==> config.mk <==
export PLATFORM = sky130hd
export DESIGN_NAME = srl_latch_ctrl
export DESIGN_NICKNAME = d
export VERILOG_FILES = /design/src/srl_pkg.sv /design/src/srl_latch_ctrl.sv
export SDC_FILE = /design/constraint.sdc
export NUM_CORES = 1
export LEC_CHECK = 0
export ABC_CLOCK_PERIOD_IN_PS = 2000
export CAP_MARGIN = 20
export CORE_ASPECT_RATIO = 2
export CORE_MARGIN = 2
export CORE_UTILIZATION = 55
export DETAILED_ROUTE_END_ITERATION = 8
export DONT_BUFFER_PORTS = 1
export PLACE_DENSITY_LB_ADDON = 0.12
export SLEW_MARGIN = 20
export SYNTH_ARGS = -nofsm -noshare
export SYNTH_HDL_FRONTEND = slang
export SYNTH_SLANG_ARGS = --single-unit
==> constraint.sdc <==
create_clock -name clk -period 2 [get_ports clk]
set_clock_uncertainty 0.15 [all_clocks]
set_input_delay 0.2 -clock clk [delete_from_list [all_inputs] [get_ports clk]]
set_output_delay 0.2 -clock clk [all_outputs]
set_load 0.01 [all_outputs]
==> src/srl_pkg.sv <==
// Notes on behaviour
// Divider tick every 4 to 512 clocks.
// Enabled latch drives true output pin.
// Enabled latch drives inverted output pin.
// True enable low hides true output.
// Set write pulses set one instruction clock.
// Reset write pulses reset one instruction clock.
// Pulse bits self clear, read zero.
// Global enable low disables latch, outputs.
// Reset input dominates simultaneous set.
// Two enables route divider tick to inputs.
// Firmware initialises latch before enabling pins.
package srl_pkg;

   // ----------------------------------------------------------------
   // Register map
   // ----------------------------------------------------------------
   localparam int ADDR_W = 4;
   localparam logic [ADDR_W-1:0] LATCH_CTRL_REG_ADDR = 4'h0;
   localparam logic [ADDR_W-1:0] PULSE_ROUTE_REG_ADDR = 4'h4;
   localparam logic [ADDR_W-1:0] LATCH_STATUS_REG_ADDR = 4'h8;
   localparam logic [7:0] LATCH_CTRL_RESET = 8'h00;
   localparam logic [1:0] PULSE_ROUTE_RESET = 2'h0;

   // ----------------------------------------------------------------
   // Field positions
   // ----------------------------------------------------------------
   localparam int ROUTE_TO_SET_BIT = 1;
   localparam int ROUTE_TO_RESET_BIT = 0;
   localparam int STAT_LATCH_BIT = 0;
   localparam int STAT_SET_BIT = 1;
   localparam int STAT_RESET_BIT = 2;

   // ----------------------------------------------------------------
   // Divider and timing
   // ----------------------------------------------------------------
   localparam int DIV_SEL_W = 3;
   localparam int DIV_MIN_LOG2 = 2;
   localparam int DIV_CNT_W = 9;
   localparam int QCLK_PER_SYSCLK = 4;

   // ----------------------------------------------------------------
   // Bus responses
   // ----------------------------------------------------------------
   localparam logic [1:0] RESP_OKAY = 2'h0;
   localparam logic [1:0] RESP_SLVERR = 2'h2;

   typedef struct packed {
      logic latchGlobalEnable;
      logic [DIV_SEL_W-1:0] pulseDividerSel;
      logic trueOutEnable;
      logic invOutEnable;
      logic swSetPulse;
      logic swResetPulse;
   } srl_ctrl_s;

   typedef struct packed {
      logic pulseToSetEnable;
      logic pulseToResetEnable;
   } srl_route_s;

endpackage

==> src/srl_latch_ctrl.sv <==
`timescale 1ns/1ps
module srl_latch_ctrl
   import srl_pkg::*;
#(
   parameter int QCLK_CYCLES = QCLK_PER_SYSCLK
) (
   input wire logic clk,
   input wire logic rst,
   input wire logic [ADDR_W-1:0] s_axi_awaddr,
   input wire logic s_axi_awvalid,
   output logic s_axi_awready,
   input wire logic [31:0] s_axi_wdata,
   input wire logic [3:0] s_axi_wstrb,
   input wire logic s_axi_wvalid,
   output logic s_axi_wready,
   output logic [1:0] s_axi_bresp,
   output logic s_axi_bvalid,
   input wire logic s_axi_bready,
   input wire logic [ADDR_W-1:0] s_axi_araddr,
   input wire logic s_axi_arvalid,
   output logic s_axi_arready,
   output logic [31:0] s_axi_rdata,
   output logic [1:0] s_axi_rresp,
   output logic s_axi_rvalid,
   input wire logic s_axi_rready,
   output logic trueOutPin,
   output logic trueOutPinEn,
   output logic invOutPin,
   output logic invOutPinEn
);

   // ----------------------------------------------------------------
   // Parameter checks
   // ----------------------------------------------------------------
   if (QCLK_CYCLES < 1 || QCLK_CYCLES > 255) begin : g_bad_qclk
      $error("QCLK_CYCLES must lie between 1 and 255");
   end

   // ----------------------------------------------------------------
   // State
   // ----------------------------------------------------------------
   srl_ctrl_s ctrl_q;
   srl_route_s route_q;
   logic [DIV_CNT_W-1:0] divCnt_q;
   logic [7:0] setCnt_q;
   logic [7:0] resetCnt_q;
   logic latchState_q;
   logic awReady_q;
   logic wReady_q;
   logic bValid_q;
   logic [1:0] bResp_q;
   logic [ADDR_W-1:0] awAddr_q;
   logic [31:0] wData_q;
   logic [3:0] wStrb_q;
   logic arReady_q;
   logic rValid_q;
   logic [1:0] rResp_q;
   logic [31:0] rData_q;
   logic trueOutPin_q;
   logic trueOutPinEn_q;
   logic invOutPin_q;
   logic invOutPinEn_q;

   // ----------------------------------------------------------------
   // Write channel decode
   // ----------------------------------------------------------------
   wire awTake = s_axi_awvalid && awReady_q;
   wire wTake = s_axi_wvalid && wReady_q;
   // Address and data are both held once neither ready is up.
   wire writeDo = !awReady_q && !wReady_q && !bValid_q;
   wire bDone = bValid_q && s_axi_bready;
   wire wrCtrl = writeDo && (awAddr_q == LATCH_CTRL_REG_ADDR);
   wire wrRoute = writeDo && (awAddr_q == PULSE_ROUTE_REG_ADDR);
   wire wrStatus = writeDo && (awAddr_q == LATCH_STATUS_REG_ADDR);
   wire wrMapped = wrCtrl || wrRoute || wrStatus;
   wire lane0 = wStrb_q[0];
   srl_ctrl_s wrCtrlVal;
   assign wrCtrlVal = srl_ctrl_s'(wData_q[7:0]);

   // ----------------------------------------------------------------
   // Read channel decode
   // ----------------------------------------------------------------
   wire arTake = s_axi_arvalid && arReady_q;
   wire rDone = rValid_q && s_axi_rready;
   wire rdCtrl = (s_axi_araddr == LATCH_CTRL_REG_ADDR);
   wire rdRoute = (s_axi_araddr == PULSE_ROUTE_REG_ADDR);
   wire rdStatus = (s_axi_araddr == LATCH_STATUS_REG_ADDR);
   srl_ctrl_s ctrlRead;
   logic [31:0] rdValue;
   logic [1:0] rdResp;
   logic [7:0] statusVal;
   logic setIn;
   logic resetIn;

   // Pulse bits read zero.
   assign ctrlRead = '{
      latchGlobalEnable: ctrl_q.latchGlobalEnable,
      pulseDividerSel: ctrl_q.pulseDividerSel,
      trueOutEnable: ctrl_q.trueOutEnable,
      invOutEnable: ctrl_q.invOutEnable,
      swSetPulse: 1'b0,
      swResetPulse: 1'b0
   };

   always_comb begin
      statusVal = 8'h00;
      statusVal[STAT_LATCH_BIT] = latchState_q;
      statusVal[STAT_SET_BIT] = setIn;
      statusVal[STAT_RESET_BIT] = resetIn;
   end

   always_comb begin
      rdValue = 32'h0000_0000;
      rdResp = RESP_OKAY;
      if (rdCtrl) begin
         rdValue[7:0] = ctrlRead;
      end else if (rdRoute) begin
         rdValue[1:0] = route_q;
      end else if (rdStatus) begin
         rdValue[7:0] = statusVal;
      end else begin
         rdResp = RESP_SLVERR;
      end
   end

   // ----------------------------------------------------------------
   // Divider tick
   // ----------------------------------------------------------------
   // The free-running counter ticks when its low (sel + 2) bits are all
   // ones, so every code gets an exact power-of-two period.
   logic [DIV_CNT_W-1:0] divMask;
   wire [3:0] divLog2 = {1'b0, ctrl_q.pulseDividerSel} + 4'(DIV_MIN_LOG2);

   for (genvar i = 0; i < DIV_CNT_W; i++) begin : g_mask
      assign divMask[i] = (4'(i) < divLog2);
   end

   // One-cycle tick per period.
   wire divTick = ((divCnt_q & divMask) == divMask);

   always_ff @(posedge clk) begin
      if (rst) begin
         divCnt_q <= '0;
      end else begin
         divCnt_q <= divCnt_q + 1'b1;
      end
   end

   // ----------------------------------------------------------------
   // Latch inputs
   // ----------------------------------------------------------------
   wire setActive = (setCnt_q != 8'h00);
   wire resetActive = (resetCnt_q != 8'h00);
   // Tick routing enables.
   assign setIn = setActive || (divTick && route_q.pulseToSetEnable);
   assign resetIn = resetActive || (divTick && route_q.pulseToResetEnable);
   wire swSetWrite = wrCtrl && lane0 && wrCtrlVal.swSetPulse;
   wire swResetWrite = wrCtrl && lane0 && wrCtrlVal.swResetPulse;

   // Set pulse stretch.
   always_ff @(posedge clk) begin
      if (rst) begin
         setCnt_q <= 8'h00;
      end else if (swSetWrite) begin
         setCnt_q <= 8'(QCLK_CYCLES);
      end else if (setActive) begin
         setCnt_q <= setCnt_q - 8'h01;
      end
   end

   // Reset pulse stretch.
   always_ff @(posedge clk) begin
      if (rst) begin
         resetCnt_q <= 8'h00;
      end else if (swResetWrite) begin
         resetCnt_q <= 8'(QCLK_CYCLES);
      end else if (resetActive) begin
         resetCnt_q <= resetCnt_q - 8'h01;
      end
   end

   // ----------------------------------------------------------------
   // The latch
   // ----------------------------------------------------------------
   // A real latch powers up unknown; here it clears so simulation stays
   // defined, but firmware must still set or reset it before use.
   always_ff @(posedge clk) begin
      if (rst) begin
         latchState_q <= 1'b0;
      // Frozen while disabled.
      end else if (ctrl_q.latchGlobalEnable) begin
         // Reset dominates set.
         if (resetIn) begin
            latchState_q <= 1'b0;
         end else if (setIn) begin
            latchState_q <= 1'b1;
         end
      end
   end

   // ----------------------------------------------------------------
   // Output pins
   // ----------------------------------------------------------------
   wire trueDrive = ctrl_q.latchGlobalEnable && ctrl_q.trueOutEnable;
   wire invDrive = ctrl_q.latchGlobalEnable && ctrl_q.invOutEnable;

   always_ff @(posedge clk) begin
      if (rst) begin
         trueOutPin_q <= 1'b0;
         trueOutPinEn_q <= 1'b0;
         invOutPin_q <= 1'b0;
         invOutPinEn_q <= 1'b0;
      end else begin
         // True output drive.
         trueOutPinEn_q <= trueDrive;
         // Hidden when disabled.
         trueOutPin_q <= trueDrive && latchState_q;
         // Inverted output drive.
         invOutPinEn_q <= invDrive;
         invOutPin_q <= invDrive && !latchState_q;
      end
   end

   // ----------------------------------------------------------------
   // Registers
   // ----------------------------------------------------------------
   always_ff @(posedge clk) begin
      if (rst) begin
         ctrl_q <= srl_ctrl_s'(LATCH_CTRL_RESET);
      end else if (wrCtrl && lane0) begin
         ctrl_q <= wrCtrlVal;
         // Pulse bits never stored.
         ctrl_q.swSetPulse <= 1'b0;
         ctrl_q.swResetPulse <= 1'b0;
      end
   end

   always_ff @(posedge clk) begin
      if (rst) begin
         route_q <= srl_route_s'(PULSE_ROUTE_RESET);
      end else if (wrRoute && lane0) begin
         route_q.pulseToSetEnable <= wData_q[ROUTE_TO_SET_BIT];
         route_q.pulseToResetEnable <= wData_q[ROUTE_TO_RESET_BIT];
      end
   end

   // ----------------------------------------------------------------
   // Write channel
   // ----------------------------------------------------------------
   always_ff @(posedge clk) begin
      if (rst) begin
         awReady_q <= 1'b1;
         awAddr_q <= '0;
      end else if (awTake) begin
         awReady_q <= 1'b0;
         awAddr_q <= s_axi_awaddr;
      end else if (bDone) begin
         awReady_q <= 1'b1;
      end
   end

   always_ff @(posedge clk) begin
      if (rst) begin
         wReady_q <= 1'b1;
         wData_q <= 32'h0000_0000;
         wStrb_q <= 4'h0;
      end else if (wTake) begin
         wReady_q <= 1'b0;
         wData_q <= s_axi_wdata;
         wStrb_q <= s_axi_wstrb;
      end else if (bDone) begin
         wReady_q <= 1'b1;
      end
   end

   always_ff @(posedge clk) begin
      if (rst) begin
         bValid_q <= 1'b0;
         bResp_q <= RESP_OKAY;
      end else if (writeDo) begin
         bValid_q <= 1'b1;
         bResp_q <= wrMapped ? RESP_OKAY : RESP_SLVERR;
      end else if (bDone) begin
         bValid_q <= 1'b0;
      end
   end

   // ----------------------------------------------------------------
   // Read channel
   // ----------------------------------------------------------------
   always_ff @(posedge clk) begin
      if (rst) begin
         arReady_q <= 1'b1;
         rValid_q <= 1'b0;
         rData_q <= 32'h0000_0000;
         rResp_q <= RESP_OKAY;
      end else if (arTake) begin
         arReady_q <= 1'b0;
         rValid_q <= 1'b1;
         rData_q <= rdValue;
         rResp_q <= rdResp;
      end else if (rDone) begin
         arReady_q <= 1'b1;
         rValid_q <= 1'b0;
      end
   end

   // ----------------------------------------------------------------
   // Port drive
   // ----------------------------------------------------------------
   assign s_axi_awready = awReady_q;
   assign s_axi_wready = wReady_q;
   assign s_axi_bvalid = bValid_q;
   assign s_axi_bresp = bResp_q;
   assign s_axi_arready = arReady_q;
   assign s_axi_rvalid = rValid_q;
   assign s_axi_rdata = rData_q;
   assign s_axi_rresp = rResp_q;
   assign trueOutPin = trueOutPin_q;
   assign trueOutPinEn = trueOutPinEn_q;
   assign invOutPin = invOutPin_q;
   assign invOutPinEn = invOutPinEn_q;

endmodule

# After elaboration in Yosys (flattened, before gate mapping)
# Cells that the tools add are included.
dict set report totals {
  register_bits 68
  input_bits 51
  output_inout_bits 45
  elab_cells 111
}
dict set report op_classes {
  addsub 4
  magnitude_cmp 9
  n_eq_ne 5
  mux 23
  bitwise_logic 1
  reduce_logical 42
}
# operator count
set ops {}
lappend ops {{$logic_and 1x1->1} 20}
lappend ops {{$lt 3x4->1 const A} 4}
lappend ops {{$reduce_bool 8->1} 2}
lappend ops {{$sub 8x1->8 const B} 2}
lappend ops {{$mux 3} 5}
lappend ops {{$reduce_bool 2->1} 7}
lappend ops {{$mux 1} 11}
lappend ops {{$mux 2} 5}
lappend ops {{$add 9x1->9 const B} 1}
lappend ops {{$and 9x9->9} 1}
lappend ops {{$eq 9x9->1} 1}
lappend ops {{$eq 4x3->1 const B} 2}
lappend ops {{$eq 4x4->1 const B} 2}
lappend ops {{$logic_not 4->1} 2}
lappend ops {{$lt 1x4->1 const A} 2}
lappend ops {{$lt 2x4->1 const A} 2}
lappend ops {{$mux 8} 1}
lappend ops {{$mux 6} 1}
lappend ops {{$add 3x2->4 const B} 1}
lappend ops {{$logic_not 1->1} 4}
lappend ops {{$logic_or 1x1->1} 4}
lappend ops {{$lt 4x4->1 const A} 1}
lappend ops {{$reduce_or 2->1} 2}
lappend ops {{$reduce_and 2->1} 1}

# Logic depth before layout (Yosys ltp)
# Gate-level depths: netlist (run 1).
dict set report logic_depth {
  word_depth 9
  ltp_mapped 7
}

# Least setup slack after synthesis (run 1)
# OpenSTA, ideal clock, no wires.
dict set report synth_timing {
  path_type {reg-to-reg}
  startpoint {register ctrl_q (netlist bit ctrlRead[5])}
  endpoint {register latchState_q}
  arrival_time_ns 1.613
  path_slack_ns 0.123
  stages_incl_launch_ff 8
  path_buffers 0
  synth_period_minus_slack_ns 1.877
  path_cell_list {dfxtp_1 > inv_1 > ha_1 > and3b_1 > o221ai_1 > nor3_1 > a31o_1 > a2111oi_0}
}
dict set report synth_via {
  elab_chain_cells 8
  elab_cells_between_ends 19
  cone_classes {add/sub (1); order compare (9); eq/ne (1); mux (1); bitwise (1); reduce/logical (6)}
}
# element line
set synth_lines {}
lappend synth_lines {{start: declaration} srl_latch_ctrl.sv:42} ;# srl_ctrl_s ctrl_q;
lappend synth_lines {{start signal: assignment} srl_latch_ctrl.sv:229} ;# ctrl_q <= srl_ctrl_s'(LATCH_CTRL_RESET);
lappend synth_lines {{start signal: assignment} srl_latch_ctrl.sv:231} ;# ctrl_q <= wrCtrlVal;
lappend synth_lines {{$add 3x2->4 *} srl_latch_ctrl.sv:132} ;# wire [3:0] divLog2 = {1'b0, ctrl_q.pulseDividerSel} + 4'(DIV_MIN_LOG2);
lappend synth_lines {{$lt 1x4->1 (tied with other cells)} srl_latch_ctrl.sv:135} ;# assign divMask[i] = (4'(i) < divLog2);
lappend synth_lines {{$and 9x9->9} srl_latch_ctrl.sv:139} ;# wire divTick = ((divCnt_q & divMask) == divMask);
lappend synth_lines {{$eq 9x9->1 *} srl_latch_ctrl.sv:139}
lappend synth_lines {{$logic_and 1x1->1, on equally long branches} {srl_latch_ctrl.sv:155, srl_latch_ctrl.sv:156}}
lappend synth_lines {{$logic_or 1x1->1, on equally long branches} {srl_latch_ctrl.sv:155, srl_latch_ctrl.sv:156}}
lappend synth_lines {{$reduce_bool 2->1 (no line)} -}
lappend synth_lines {{$reduce_and 2->1 (no line)} -}
lappend synth_lines {{end signal: assignment} srl_latch_ctrl.sv:189} ;# latchState_q <= 1'b0;
lappend synth_lines {{end signal: assignment} srl_latch_ctrl.sv:194} ;# latchState_q <= 1'b0;
lappend synth_lines {{end signal: assignment} srl_latch_ctrl.sv:196} ;# latchState_q <= 1'b1;
lappend synth_lines {{end: declaration} srl_latch_ctrl.sv:47} ;# logic latchState_q;
# Mark *: on every way between the ends. The rest lies on a longest branch, timed or not.
# A chain may end at the register's enable or synchronous reset.

# Worst setup path in the final report (run 1)
dict set report layout_timing {
  startpoint {register ctrl_q (netlist bit ctrlRead[6])}
  endpoint {register latchState_q}
}
# The elaborated chain is that of the path after synthesis.

==> results of run 1 <==
[metal layers]
layer,global-route usage,vias to the layer above,routed length [um]
met2,0.376,53,3250
met5,0,-,0
met4,0.0976,0,136
li1,-,1170,-
met3,0.0565,12,236
met1,0.215,1096,2320
[final cells by class]
class	instances	share of cell area
well taps	58	0.0210
clock buffers	11	0.0410
inverters	7	0.00762
clock inverters	5	0.0363
flip-flops and latches	66	0.383
multi-input cells	260	0.422
repair buffers	32	0.0893
[stage by stage]
step,TNS (ns),setup WS [ns]
after floorplan,0,0.123
after global placement,0,0.0935
after detailed placement,0,0.0649
after CTS,0,0.0228
after global routing,-0.0132,-0.0132
final,0,0.0916
[worst paths after layout]
path | start | to | slack [ns]
worst max-delay path | ctrlRead[6] | latchState_q | 0.09
worst min-delay path | rst | ctrlRead[3] | 0.01
worst max register to register | ctrlRead[6] | latchState_q | 0.09
worst min register to register | wData_q[5] | wData_q[5] | 0.31
[critical path, stage by stage (launching register included)]
cell and delay [ns]:
dfxtp_1 0.34, inv_1 0.06, ha_1 0.21, and3b_1 0.18, o221ai_1 0.21, nor3_2 0.08
a31o_1 0.26, a2111oi_2 0.31
[synth_stat cells (2+ instances only)]
| master | instances |
|---|---|
| inv_1 | 7 |
| nand2_1 | 53 |
| o21ai_0 | 5 |
| a21oi_2 | 2 |
| buf_4 | 26 |
| nand4_1 | 2 |
| o21bai_1 | 3 |
| nand3_1 | 13 |
| o31ai_1 | 2 |
| ha_1 | 5 |
| and2_1 | 6 |
| a21oi_1 | 36 |
| nand2b_1 | 4 |
| and3_1 | 2 |
| a311oi_1 | 2 |
| nor2b_1 | 5 |
| nor4_1 | 3 |
| clkbuf_1 | 6 |
| o211a_1 | 2 |
| mux2i_1 | 8 |
| xnor2_1 | 7 |
| dfxtp_1 | 66 |
| or3_1 | 4 |
| xor2_1 | 10 |
| nor2_1 | 39 |
| nand2_2 | 2 |
[sequential cells by signal (all words and copies together) (netlist names), 2 cells and up]
name and count:
setCnt_q 8, ctrlRead 6, resetCnt_q 8, awAddr_q 4, wData_q 8, route_q 2
s_axi_rdata 8, divCnt_q 9
[power by group through the flow]
stage	combinational (mW)	clock [mW]	sequential (mW)
after CTS	1.04	1.50	1.66
after detailed placement	0.968	0	1.69
after global placement	0.949	0	1.68
final	1.04	1.48	1.66
after floorplan	0.834	0	1.65
after global routing	1.20	1.56	1.68
[logic make-up after synthesis]
group	count (synthesis)	share of synthesized area
and+or+nand+nor	141	0.224
DFF	66	0.449
AOI/OAI and AO/OA	63	0.134
buffers and inverters	42	0.0931
xor gates and xnor gates	17	0.0506
muxes	8	0.0272
adders and majority gates	5	0.0212
other	1	0.00127
[cells in the final DEF (no fill, tap or decap), drive strengths merged, types with 2 or more instances in the layout]
cell type    Yosys  routed
nand4            2       2
o21ai            5       5
nand2b           4       4
o21bai           3       3
nor2            39      39
o211a            2       2
buf             28      10
a21oi           38      38
nor4             3       3
a21o             2       2
dfxtp           66      66
inv              7       7
bufinv           0       4
nand2           55      55
conb             1      26
and3             2       2
or3              4       4
and2             6       6
o31ai            3       3
clkbuf           7      11
dlygate4sd3      0      22
a311oi           2       2
ha               5       5
xor2            10      10
nor2b            5       5
mux2i            8       8
xnor2            7       7
nor3             2       2
nand3           13      13
[what timing repair did]
action,CTS,global route
hold buffers,23,0
endpoints found under the hold margin,63,0
setup endpoints to repair,0,1
gates resized for setup,0,3
==> reports/qor.csv, run 1 <==
stage,metric,value,unit
synthesis,Yosys top cell area share,0.449,
power_and_ir_drop,sw frac,0.290,
timing,minimum hold slack,0.0105,ns
critical_path,CP required,2.08,ns
synthesis,Yosys warnings,0,
floorplanning,die height,107,um
floorplanning,initial core utilization,0.573,
global_route,first-pass GRT wire length,9700,um
critical_path,Critical Path AT,1.99,ns
cells_and_area,sequential cell area,0.00132,mm^2
floorplanning,Die Width,55.7,um
timing,period utilization,0.954,
power_and_ir_drop,Comb power frac,0.249,
global_route,initial antenna violation count,0,
power_and_ir_drop,internal power,2.97,mW
clock_tree,root buf cell,clkbuf_8,
critical_path,startpoint type of the worst setup path,flop,
power_and_ir_drop,Lkg Pwr,1.40,nW
timing,final setup vio count,0,
timing,Peak Freq,524,MHz
placed_design,IO Port Bufs,0,
placed_design,Area after DPL,0.00293,mm^2
synthesis,top post-synthesis cells by area,"dfxtp_1 45%, nand2_1 6.8%, buf_4 6.6%",
cells_and_area,multi-input logic area,0.00145,mm^2
clock_tree,CTS H-tree depth,3,
detailed_routing,DRT Pass-1 Iters,4,
timing,post-layout minimum cycle time,1.91,ns
cells_and_area,antenna cell count,0,
cells_and_area,# nets final,432,
floorplanning,I/O pins,96,
clock_tree,Clock transition at path regs,0.07,ns
synthesis,post-synthesis cell area,0.00294,mm^2
worst_hold_path,Worst Hold Class,in2reg,
synthesis,count of cell types in the netlist,49,
synthesis,register area share after synthesis,0.449,
detailed_routing,wire per inst,13.5,um
synthesis,mean post-synth cell area,8.58,um^2
placed_design,Detail Placement HPWL,4050,um
status,status,finished clean,
critical_path,Reg2Reg Depth,7,
power_and_ir_drop,worst vdd ir,1140,uV
global_route,Total GRT Usage,0.207,
synthesis,dominant cell type by area after synthesis,dfxtp_1,
critical_path,Worst Path Max Fanout,3,
cells_and_area,Layout Area Growth over Synthesis,17.1,%
clock_tree,Setup Buffers After CTS,0,
placed_design,dpl cells,400,
cells_and_area,fin util,0.671,
power_and_ir_drop,Tot Pwr,4.18,mW
cells_and_area,final instance count without filler cells,439,
detailed_routing,Routed Antenna Nets,0,
detailed_routing,Total Wirelength,5940,um
cells_and_area,design area,0.00345,mm^2
synthesis,"EDFF count, synth",0,
global_route,total global routing overflow,0,
timing,Fin. Hold Viols,0,
clock_tree,CTS tree,built,
clock_tree,Clock Sinks,66,
power_and_ir_drop,Seq pwr share,0.397,
flow_run,max-capacitance violation count,0,
worst_hold_path,hold path depth,2,
power_and_ir_drop,PwrDens,1210,mW/mm^2
floorplanning,Placeable Area,0.00514,mm^2
global_route,largest net degree at the start of global routing,48,
placed_design,gpl congestion,0.830,
critical_path,CP Capture Type,flop,
detailed_routing,DRC viols,0,
power_and_ir_drop,Clock power frac,0.354,
synthesis,ys flop type,dfxtp_1,
clock_tree,worst-skew pair later-pin latency,0.34,ns
synthesis,async set-reset flop share out of synthesis,0,
power_and_ir_drop,NetSw,1.21,mW
cells_and_area,ratio of cells with drive above 1 in the final layout,0.0919,
timing,pins over their slew limit,0,
floorplanning,die area,0.00599,mm^2
global_route,vias in the first global route,2214,
detailed_routing,First DRT Iteration DRCs,63,
clock_tree,Max clock buf depth,2,
clock_tree,CTS buffer count,9,
critical_path,WS Path Type,reg2reg,
detailed_routing,via count,2331,
synthesis,Gate Count Post-Synth,343,
cells_and_area,FILL cells,425,
floorplanning,FP Rows,37,
synthesis,"FF+latch count, synth",66,
detailed_routing,vias per cell,5.31,
Power figures use the tool's default switching activity.
==> run 2, diff against run 1 <==
--- a/config.mk
+++ b/config.mk
@@ -5,6 +5,7 @@
 export SDC_FILE = /design/constraint.sdc
 export NUM_CORES = 1
 export LEC_CHECK = 0
+export ABC_AREA = 1
 export ABC_CLOCK_PERIOD_IN_PS = 2000
 export CAP_MARGIN = 20
 export CORE_ASPECT_RATIO = 2
==> run 2 against run 1 <==
  * Fmax up 1.7%
  * Sequential share of layout area up 1.3 points
  * Cell area down 3.2%
  * Cell count up 7.5%
  * Area after synthesis down 0.72%
  * Flip-flop and latch count unchanged
  * Hold slack better by 0.0038 ns
  * First-iteration DRC count up 6.3%
  * Sequential power down 4%
  * Combinational power down 14%
  * Register-to-register slack better by 0.03 ns
==> reports/qor.csv, run 2 <==
stage,metric,value,unit
floorplanning,die height,107,um
cells_and_area,# nets final,465,
critical_path,Reg2Reg Depth,9,
synthesis,Gate Count Post-Synth,385,
global_route,largest net degree at the start of global routing,33,
critical_path,"Slowest-stage cell, CP",dfxtp_1,
clock_tree,CTS H-tree depth,3,
placed_design,Area after DPL,0.00290,mm^2
clock_tree,Clock transition at path regs,0.07,ns
cells_and_area,ratio of cells with drive above 1 in the final layout,0.0773,
cells_and_area,Largest register FFs,9,
synthesis,register area share after synthesis,0.452,
detailed_routing,wire per inst,13.2,um
cells_and_area,most frequent cells in the layout,"65 x dfxtp_1, 52 x nand2_1, 46 x inv_1",
cells_and_area,Biggest register,divCnt_q,
clock_tree,Clock Sinks,66,
detailed_routing,Total Wirelength,6220,um
floorplanning,I/O pins,96,
synthesis,async set-reset flop share out of synthesis,0,
timing,post-layout minimum cycle time,1.88,ns
floorplanning,FP Rows,37,
worst_hold_path,Worst Hold End,s_axi_rdata[0],
timing,pins over their slew limit,0,
critical_path,Worst Path Max Fanout,5,
power_and_ir_drop,Tot Pwr,3.81,mW
power_and_ir_drop,worst vdd ir,871,uV
cells_and_area,design area,0.00334,mm^2
clock_tree,CTS tree,built,
worst_hold_path,Worst Hold Class,in2reg,
critical_path,Worst R2R Setup Slack,0.12,ns
timing,Slew HR,0.505,
clock_tree,worst-skew pair later-pin latency,0.34,ns
critical_path,CP required,2.09,ns
timing,Setup TNS,0,ns
cells_and_area,Layout Area Growth over Synthesis,14.3,%
detailed_routing,DRC viols,0,
detailed_routing,Routed Antenna Nets,0,
detailed_routing,First DRT Iteration DRCs,67,
synthesis,"FF+latch count, synth",66,
clock_tree,Max clock buf depth,2,
synthesis,dominant cell type by area after synthesis,dfxtp_1,
timing,final setup vio count,0,
synthesis,Yosys top cell area share,0.452,
critical_path,worst path cell trace,inv_1 > ha_1 > nand4_1 > or2_1 > nor2_2 > inv_2 > nand3_2 > a21oi_1 > o21a_1,
synthesis,top-count cell post-synth,dfxtp_1,
flow_run,max-capacitance violation count,0,
critical_path,WS Path Type,reg2reg,
critical_path,Critical path buffers and inverters,2,
critical_path,Critical Path AT,1.96,ns
detailed_routing,via count,2403,
timing,RSZ-0062 raised after global routing,no,
timing,period utilization,0.938,
global_route,total global routing overflow,0,
status,status,finished clean,
clock_tree,root buf cell,clkbuf_8,
placed_design,gpl congestion,0.814,
synthesis,post-synthesis cell area,0.00292,mm^2
floorplanning,die area,0.00595,mm^2
floorplanning,Die Width,55.5,um
placed_design,IO Port Bufs,0,
power_and_ir_drop,Lkg Pwr,1.45,nW
critical_path,Critical R2R Launch,resetCnt_q[0],
synthesis,Yosys warnings,0,
global_route,vias in the first global route,2305,
cells_and_area,antenna cell count,0,
critical_path,Reg-to-Reg End,resetCnt_q[7],
critical_path,startpoint type of the worst setup path,flop,
clock_tree,Setup Buffers After CTS,0,
detailed_routing,DRT Pass-1 Iters,4,
global_route,Total GRT Usage,0.220,
timing,Slew @ Worst Pin,0.740,ns
synthesis,count of cell types in the netlist,32,
detailed_routing,vias per cell,5.09,
floorplanning,Placeable Area,0.00514,mm^2
clock_tree,CTS buffer count,9,
worst_hold_path,hold path startpoint,s_axi_arvalid,
critical_path,CP Capture Type,flop,
critical_path,crit-path leading delay family,simple AND/OR/NAND/NOR gates,
global_route,initial antenna violation count,0,
timing,Peak Freq,533,MHz
synthesis,"EDFF count, synth",0,
floorplanning,initial core utilization,0.569,
critical_path,crit-path max cell delay,0.31,ns
timing,Fin. Hold Viols,0,
global_route,first-pass GRT wire length,10200,um
synthesis,top post-synthesis cells by area,"dfxtp_1 45%, o21ai_0 6.7%, buf_4 6.7%",
synthesis,mean post-synth cell area,7.59,um^2
synthesis,ys flop type,dfxtp_1,
worst_hold_path,hold path depth,3,
placed_design,Detail Placement HPWL,4390,um
power_and_ir_drop,PwrDens,1140,mW/mm^2
synthesis,synth cell count leaders,"66 x dfxtp_1, 52 x nand2_1, 46 x inv_1, 44 x nor2_1, 39 x o21ai_0",
cells_and_area,"most common cell after layout, fill and taps aside",dfxtp_1,
-- run 2: changes by cell type in the layout (fill, tap and decap cells not counted), sizes merged, moves of 7 or more --
cell / before / now
inv: 7 / 48
o21ai: 5 / 40
mux2i: 8 / 0
nor2: 39 / 47
a211oi: 1 / 8
buf: 10 / 3
-- run 2: layout make-up --
class                           instances  area [um^2]
Fill cell                             440         1800
Sequential cell                        66         1320
Multi-Input combinational cell        261         1290
Timing Repair Buffer                   23          235
Inverter                               48          180
Clock buffer                           11          131
Clock inverter                          5          103
Tap cell                               58         72.6
-- run 2: kinds of logic after synthesis --
| logic type | synth area share |
|---|---|
| flops | 0.452 |
| fa+ha+maj | 0.0214 |
| other cells | 0.00128 |
| xor+xnor | 0.0176 |
| compound gates | 0.162 |
| buf+inv | 0.140 |
| simple gates | 0.205 |
-- run 2: tightest hold or removal path: stages --
cell and delay [ns]:
nand2_1 0.11, nand2_1 0.09, a21oi_1 0.06
-- run 2: how the worst max path moves through the flow --
stage | start | end | slack (ns) | cells after the start
finish | resetCnt_q[0] | resetCnt_q[7] | 0.12 | 9
floorplan | ctrlRead[5] | latchState_q | 0.34 | 11
CTS | setCnt_q[0] | setCnt_q[7] | 0.10 | 9
global placement | setCnt_q[0] | setCnt_q[7] | 0.15 | 9
detailed placement | setCnt_q[0] | setCnt_q[6] | 0.14 | 9
global route | resetCnt_q[1] | resetCnt_q[7] | 0.01 | 9
-- run 2: report_power, final --
| group | internal, mW | total, mW | switching [mW] |
|---|---|---|---|
| clock network | 0.827 | 1.32 | 0.490 |
| registers | 1.47 | 1.60 | 0.128 |
| logic | 0.365 | 0.891 | 0.526 |
| total | 2.66 | 3.81 | 1.14 |
-- run 2: per-stage QoR --
stage | utilization | std cells | hold slack [ns] | setup slack [ns]
after CTS | 0.648 | 472 | 0.00300 | 0.102
after floorplan | - | 410 | 0.209 | 0.338
after global placement | 0.563 | 436 | 0.120 | 0.145
after global routing | 0.650 | 472 | 0.0281 | 0.0104
after detailed placement | 0.563 | 436 | 0.122 | 0.138
final | 0.650 | 472 | 0.0143 | 0.124
-- run 2: metal layers --
| layer | vias to the layer above | routed length, um | track usage |
|---|---|---|---|
| met2 | 46 | 3560 | 0.415 |
| met3 | 14 | 204 | 0.0446 |
| li1 | 1247 | - | - |
| met5 | - | 0 | 0 |
| met4 | 0 | 211 | 0.143 |
| met1 | 1096 | 2240 | 0.208 |
-- run 2: repair_timing --
item                                    4_1_cts  5_1_grt
resized for setup                             0        3
endpoints found under the hold margin        34        0
hold buffers                                 20        0
endpoints found under the setup margin        0        7
==> run 3, diff against run 2 <==
--- a/config.mk
+++ b/config.mk
@@ -6,14 +6,15 @@
 export NUM_CORES = 1
 export LEC_CHECK = 0
 export ABC_AREA = 1
-export ABC_CLOCK_PERIOD_IN_PS = 2000
+export ABC_CLOCK_PERIOD_IN_PS = 1900
 export CAP_MARGIN = 20
 export CORE_ASPECT_RATIO = 2
 export CORE_MARGIN = 2
 export CORE_UTILIZATION = 55
 export DETAILED_ROUTE_END_ITERATION = 8
 export DONT_BUFFER_PORTS = 1
-export PLACE_DENSITY_LB_ADDON = 0.12
+export MAX_ROUTING_LAYER = met4
+export PLACE_DENSITY = 0.7
 export SLEW_MARGIN = 20
 export SYNTH_ARGS = -nofsm -noshare
 export SYNTH_HDL_FRONTEND = slang
==> constraint.sdc (replaced) <==
create_clock -name clk -period 1.9 [get_ports clk]
set_clock_uncertainty 0.15 [all_clocks]
set_input_delay 0.19 -clock clk [delete_from_list [all_inputs] [get_ports clk]]
set_output_delay 0.19 -clock clk [all_outputs]
set_load 0.01 [all_outputs]
==> run 3 against run 2 <==
  * Cell area up 0.71%
  * Highest routed layer unchanged
  * Largest power group unchanged
  * Via count increased by 2.3%
  * Flip-flop and latch count unchanged
==> reports/qor.csv, run 3 (synthesis gave the netlist of run 2 again) <==
stage,metric,value,unit
status,status,finished clean,
critical_path,CP required,1.98,ns
timing,final setup vio count,0,
critical_path,Critical Path AT,1.84,ns
global_route,initial antenna violation count,0,
power_and_ir_drop,Lkg Pwr,1.47,nW
global_route,vias in the first global route,2321,
timing,post-layout minimum cycle time,1.75,ns
placed_design,dpl ws,0.0380,ns
timing,Slew HR,0.547,
cells_and_area,Biggest register,divCnt_q,
detailed_routing,wire per inst,12.5,um
clock_tree,CTS buffer count,9,
timing,pins over their slew limit,0,
power_and_ir_drop,Comb power frac,0.252,
floorplanning,Die Width,55.5,um
global_route,largest net degree at the start of global routing,17,
timing,Slew @ Worst Pin,0.678,ns
clock_tree,Clock Sinks,66,
critical_path,CP Capture Type,flop,
cells_and_area,design area,0.00336,mm^2
cells_and_area,most frequent cells in the layout,"64 x dfxtp_1, 51 x nand2_1, 45 x inv_1",
power_and_ir_drop,Clock power frac,0.303,
floorplanning,die height,107,um
critical_path,startpoint type of the worst setup path,flop,
placed_design,Detail Placement HPWL,4320,um
detailed_routing,via count,2459,
clock_tree,Max clock buf depth,2,
global_route,first-pass GRT wire length,9870,um
flow_run,max-capacitance violation count,0,
placed_design,Area after DPL,0.00291,mm^2
power_and_ir_drop,internal power,2.59,mW
worst_hold_path,Worst Hold Class,in2reg,
power_and_ir_drop,worst vdd ir,894,uV
power_and_ir_drop,PwrDens,1120,mW/mm^2
detailed_routing,vias per cell,5.14,
timing,Fin. Hold Viols,0,
critical_path,WS Path Type,reg2reg,
clock_tree,Clock transition at path regs,0.06,ns
cells_and_area,Layout Area Growth over Synthesis,15.1,%
timing,Peak Freq,570,MHz
detailed_routing,Routed Antenna Nets,0,
floorplanning,die area,0.00595,mm^2
clock_tree,CTS tree,built,
power_and_ir_drop,NetSw,1.18,mW
critical_path,Worst Path Max Fanout,5,
cells_and_area,"most common cell after layout, fill and taps aside",dfxtp_1,
floorplanning,I/O pins,96,
detailed_routing,Total Wirelength,5970,um
cells_and_area,Largest register FFs,9,
power_and_ir_drop,sw frac,0.314,
clock_tree,worst-skew pair later-pin latency,0.34,ns
detailed_routing,DRC viols,0,
floorplanning,initial core utilization,0.569,
global_route,Total GRT Usage,0.216,
timing,final worst slack,0.146,ns
global_route,total global routing overflow,0,
cells_and_area,antenna cell count,0,
cells_and_area,# nets final,471,
placed_design,gpl congestion,0.839,
cells_and_area,ratio of cells with drive above 1 in the final layout,0.100,
clock_tree,root buf cell,clkbuf_8,
placed_design,IO Port Bufs,0,
detailed_routing,DRT Pass-1 Iters,4,
floorplanning,FP Rows,37,
clock_tree,CTS H-tree depth,3,
power_and_ir_drop,Seq pwr share,0.445,
floorplanning,Placeable Area,0.00514,mm^2
detailed_routing,First DRT Iteration DRCs,51,
timing,period utilization,0.923,
==> run 3: cell count changes in the layout (fill, tap and decap cells not counted), moves of 2 or more <==
cell,change
bufinv_16,-3
dlygate4sd3_1,+2
clkbuf_8,+5
buf_4,+5
==> run 3: final timing paths <==
path | startpoint | end | slack, ns | cells after the start
worst max-delay path | resetCnt_q[0] | resetCnt_q[7] | 0.15 | 9
worst min-delay path | s_axi_araddr[0] | s_axi_rresp[1] | 0.02 | 4
worst max register to register | resetCnt_q[0] | resetCnt_q[7] | 0.15 | 9
worst min register to register | latchState_q | invOutPin | 0.31 | 1
==> run 3: layout make-up <==
cell class                      count  area (um^2)
Clock buffer                       15          196
Clock inverter                      1         5.00
Timing Repair Buffer               29          273
Sequential cell                    66         1330
Tap cell                           58         72.6
Fill cell                         458         1780
Multi-Input combinational cell    261         1310
Inverter                           48          180
==> run 3: repair_timing <==
| item | 4_1_cts | 5_1_grt |
|---|---|---|
| hold buffers | 22 | 0 |
| endpoints found under the hold margin | 34 | 0 |
| resized for setup | 0 | 11 |
| setup endpoints to repair | 0 | 9 |
| buffers inserted | 0 | 1 |
==> run 3: critical path, cell delays in order, from the launching register on <==
cell	delay [ns]
dfxtp_1	0.32
inv_2	0.08
ha_1	0.18
nand4_1	0.14
or2_1	0.28
nor2_4	0.14
inv_2	0.08
nand3_2	0.12
a21oi_1	0.05
o21a_1	0.10
==> run 3: metal layers <==
layer / vias to the layer above / track usage / wire length [um]
li1: 1262 / - / -
met1: 1134 / 0.216 / 2310
met2: 49 / 0.382 / 3270
met3: 14 / 0.0531 / 254
met4: 0 / 0.111 / 129
met5: - / - / 0
==> run 3: power by group through the flow <==
stage / logic [mW] / registers, mW / clock network, mW
floorplan: 0.760 / 1.68 / 0
global placement: 0.849 / 1.70 / 0
detailed placement: 0.880 / 1.71 / 0
CTS: 0.927 / 1.68 / 1.18
global route: 1.10 / 1.70 / 1.22
finish: 0.953 / 1.68 / 1.14
==> run 3: per-stage QoR <==
| step | TNS (ns) | util | hold WS (ns) | std cells | total power, mW |
|---|---|---|---|---|---|
| 5_1_grt | -0.00914 | 0.654 | 0.0572 | 478 | 4.02 |
| 6_report | 0 | 0.654 | 0.0213 | 478 | 3.78 |
| 3_3_place_gp | 0 | 0.565 | 0.110 | 439 | 2.55 |
| 4_1_cts | 0 | 0.647 | 0.00369 | 477 | 3.78 |
| 2_1_floorplan | 0 | - | 0.199 | 410 | 2.44 |
| 3_5_place_dp | 0 | 0.565 | 0.113 | 439 | 2.59 |
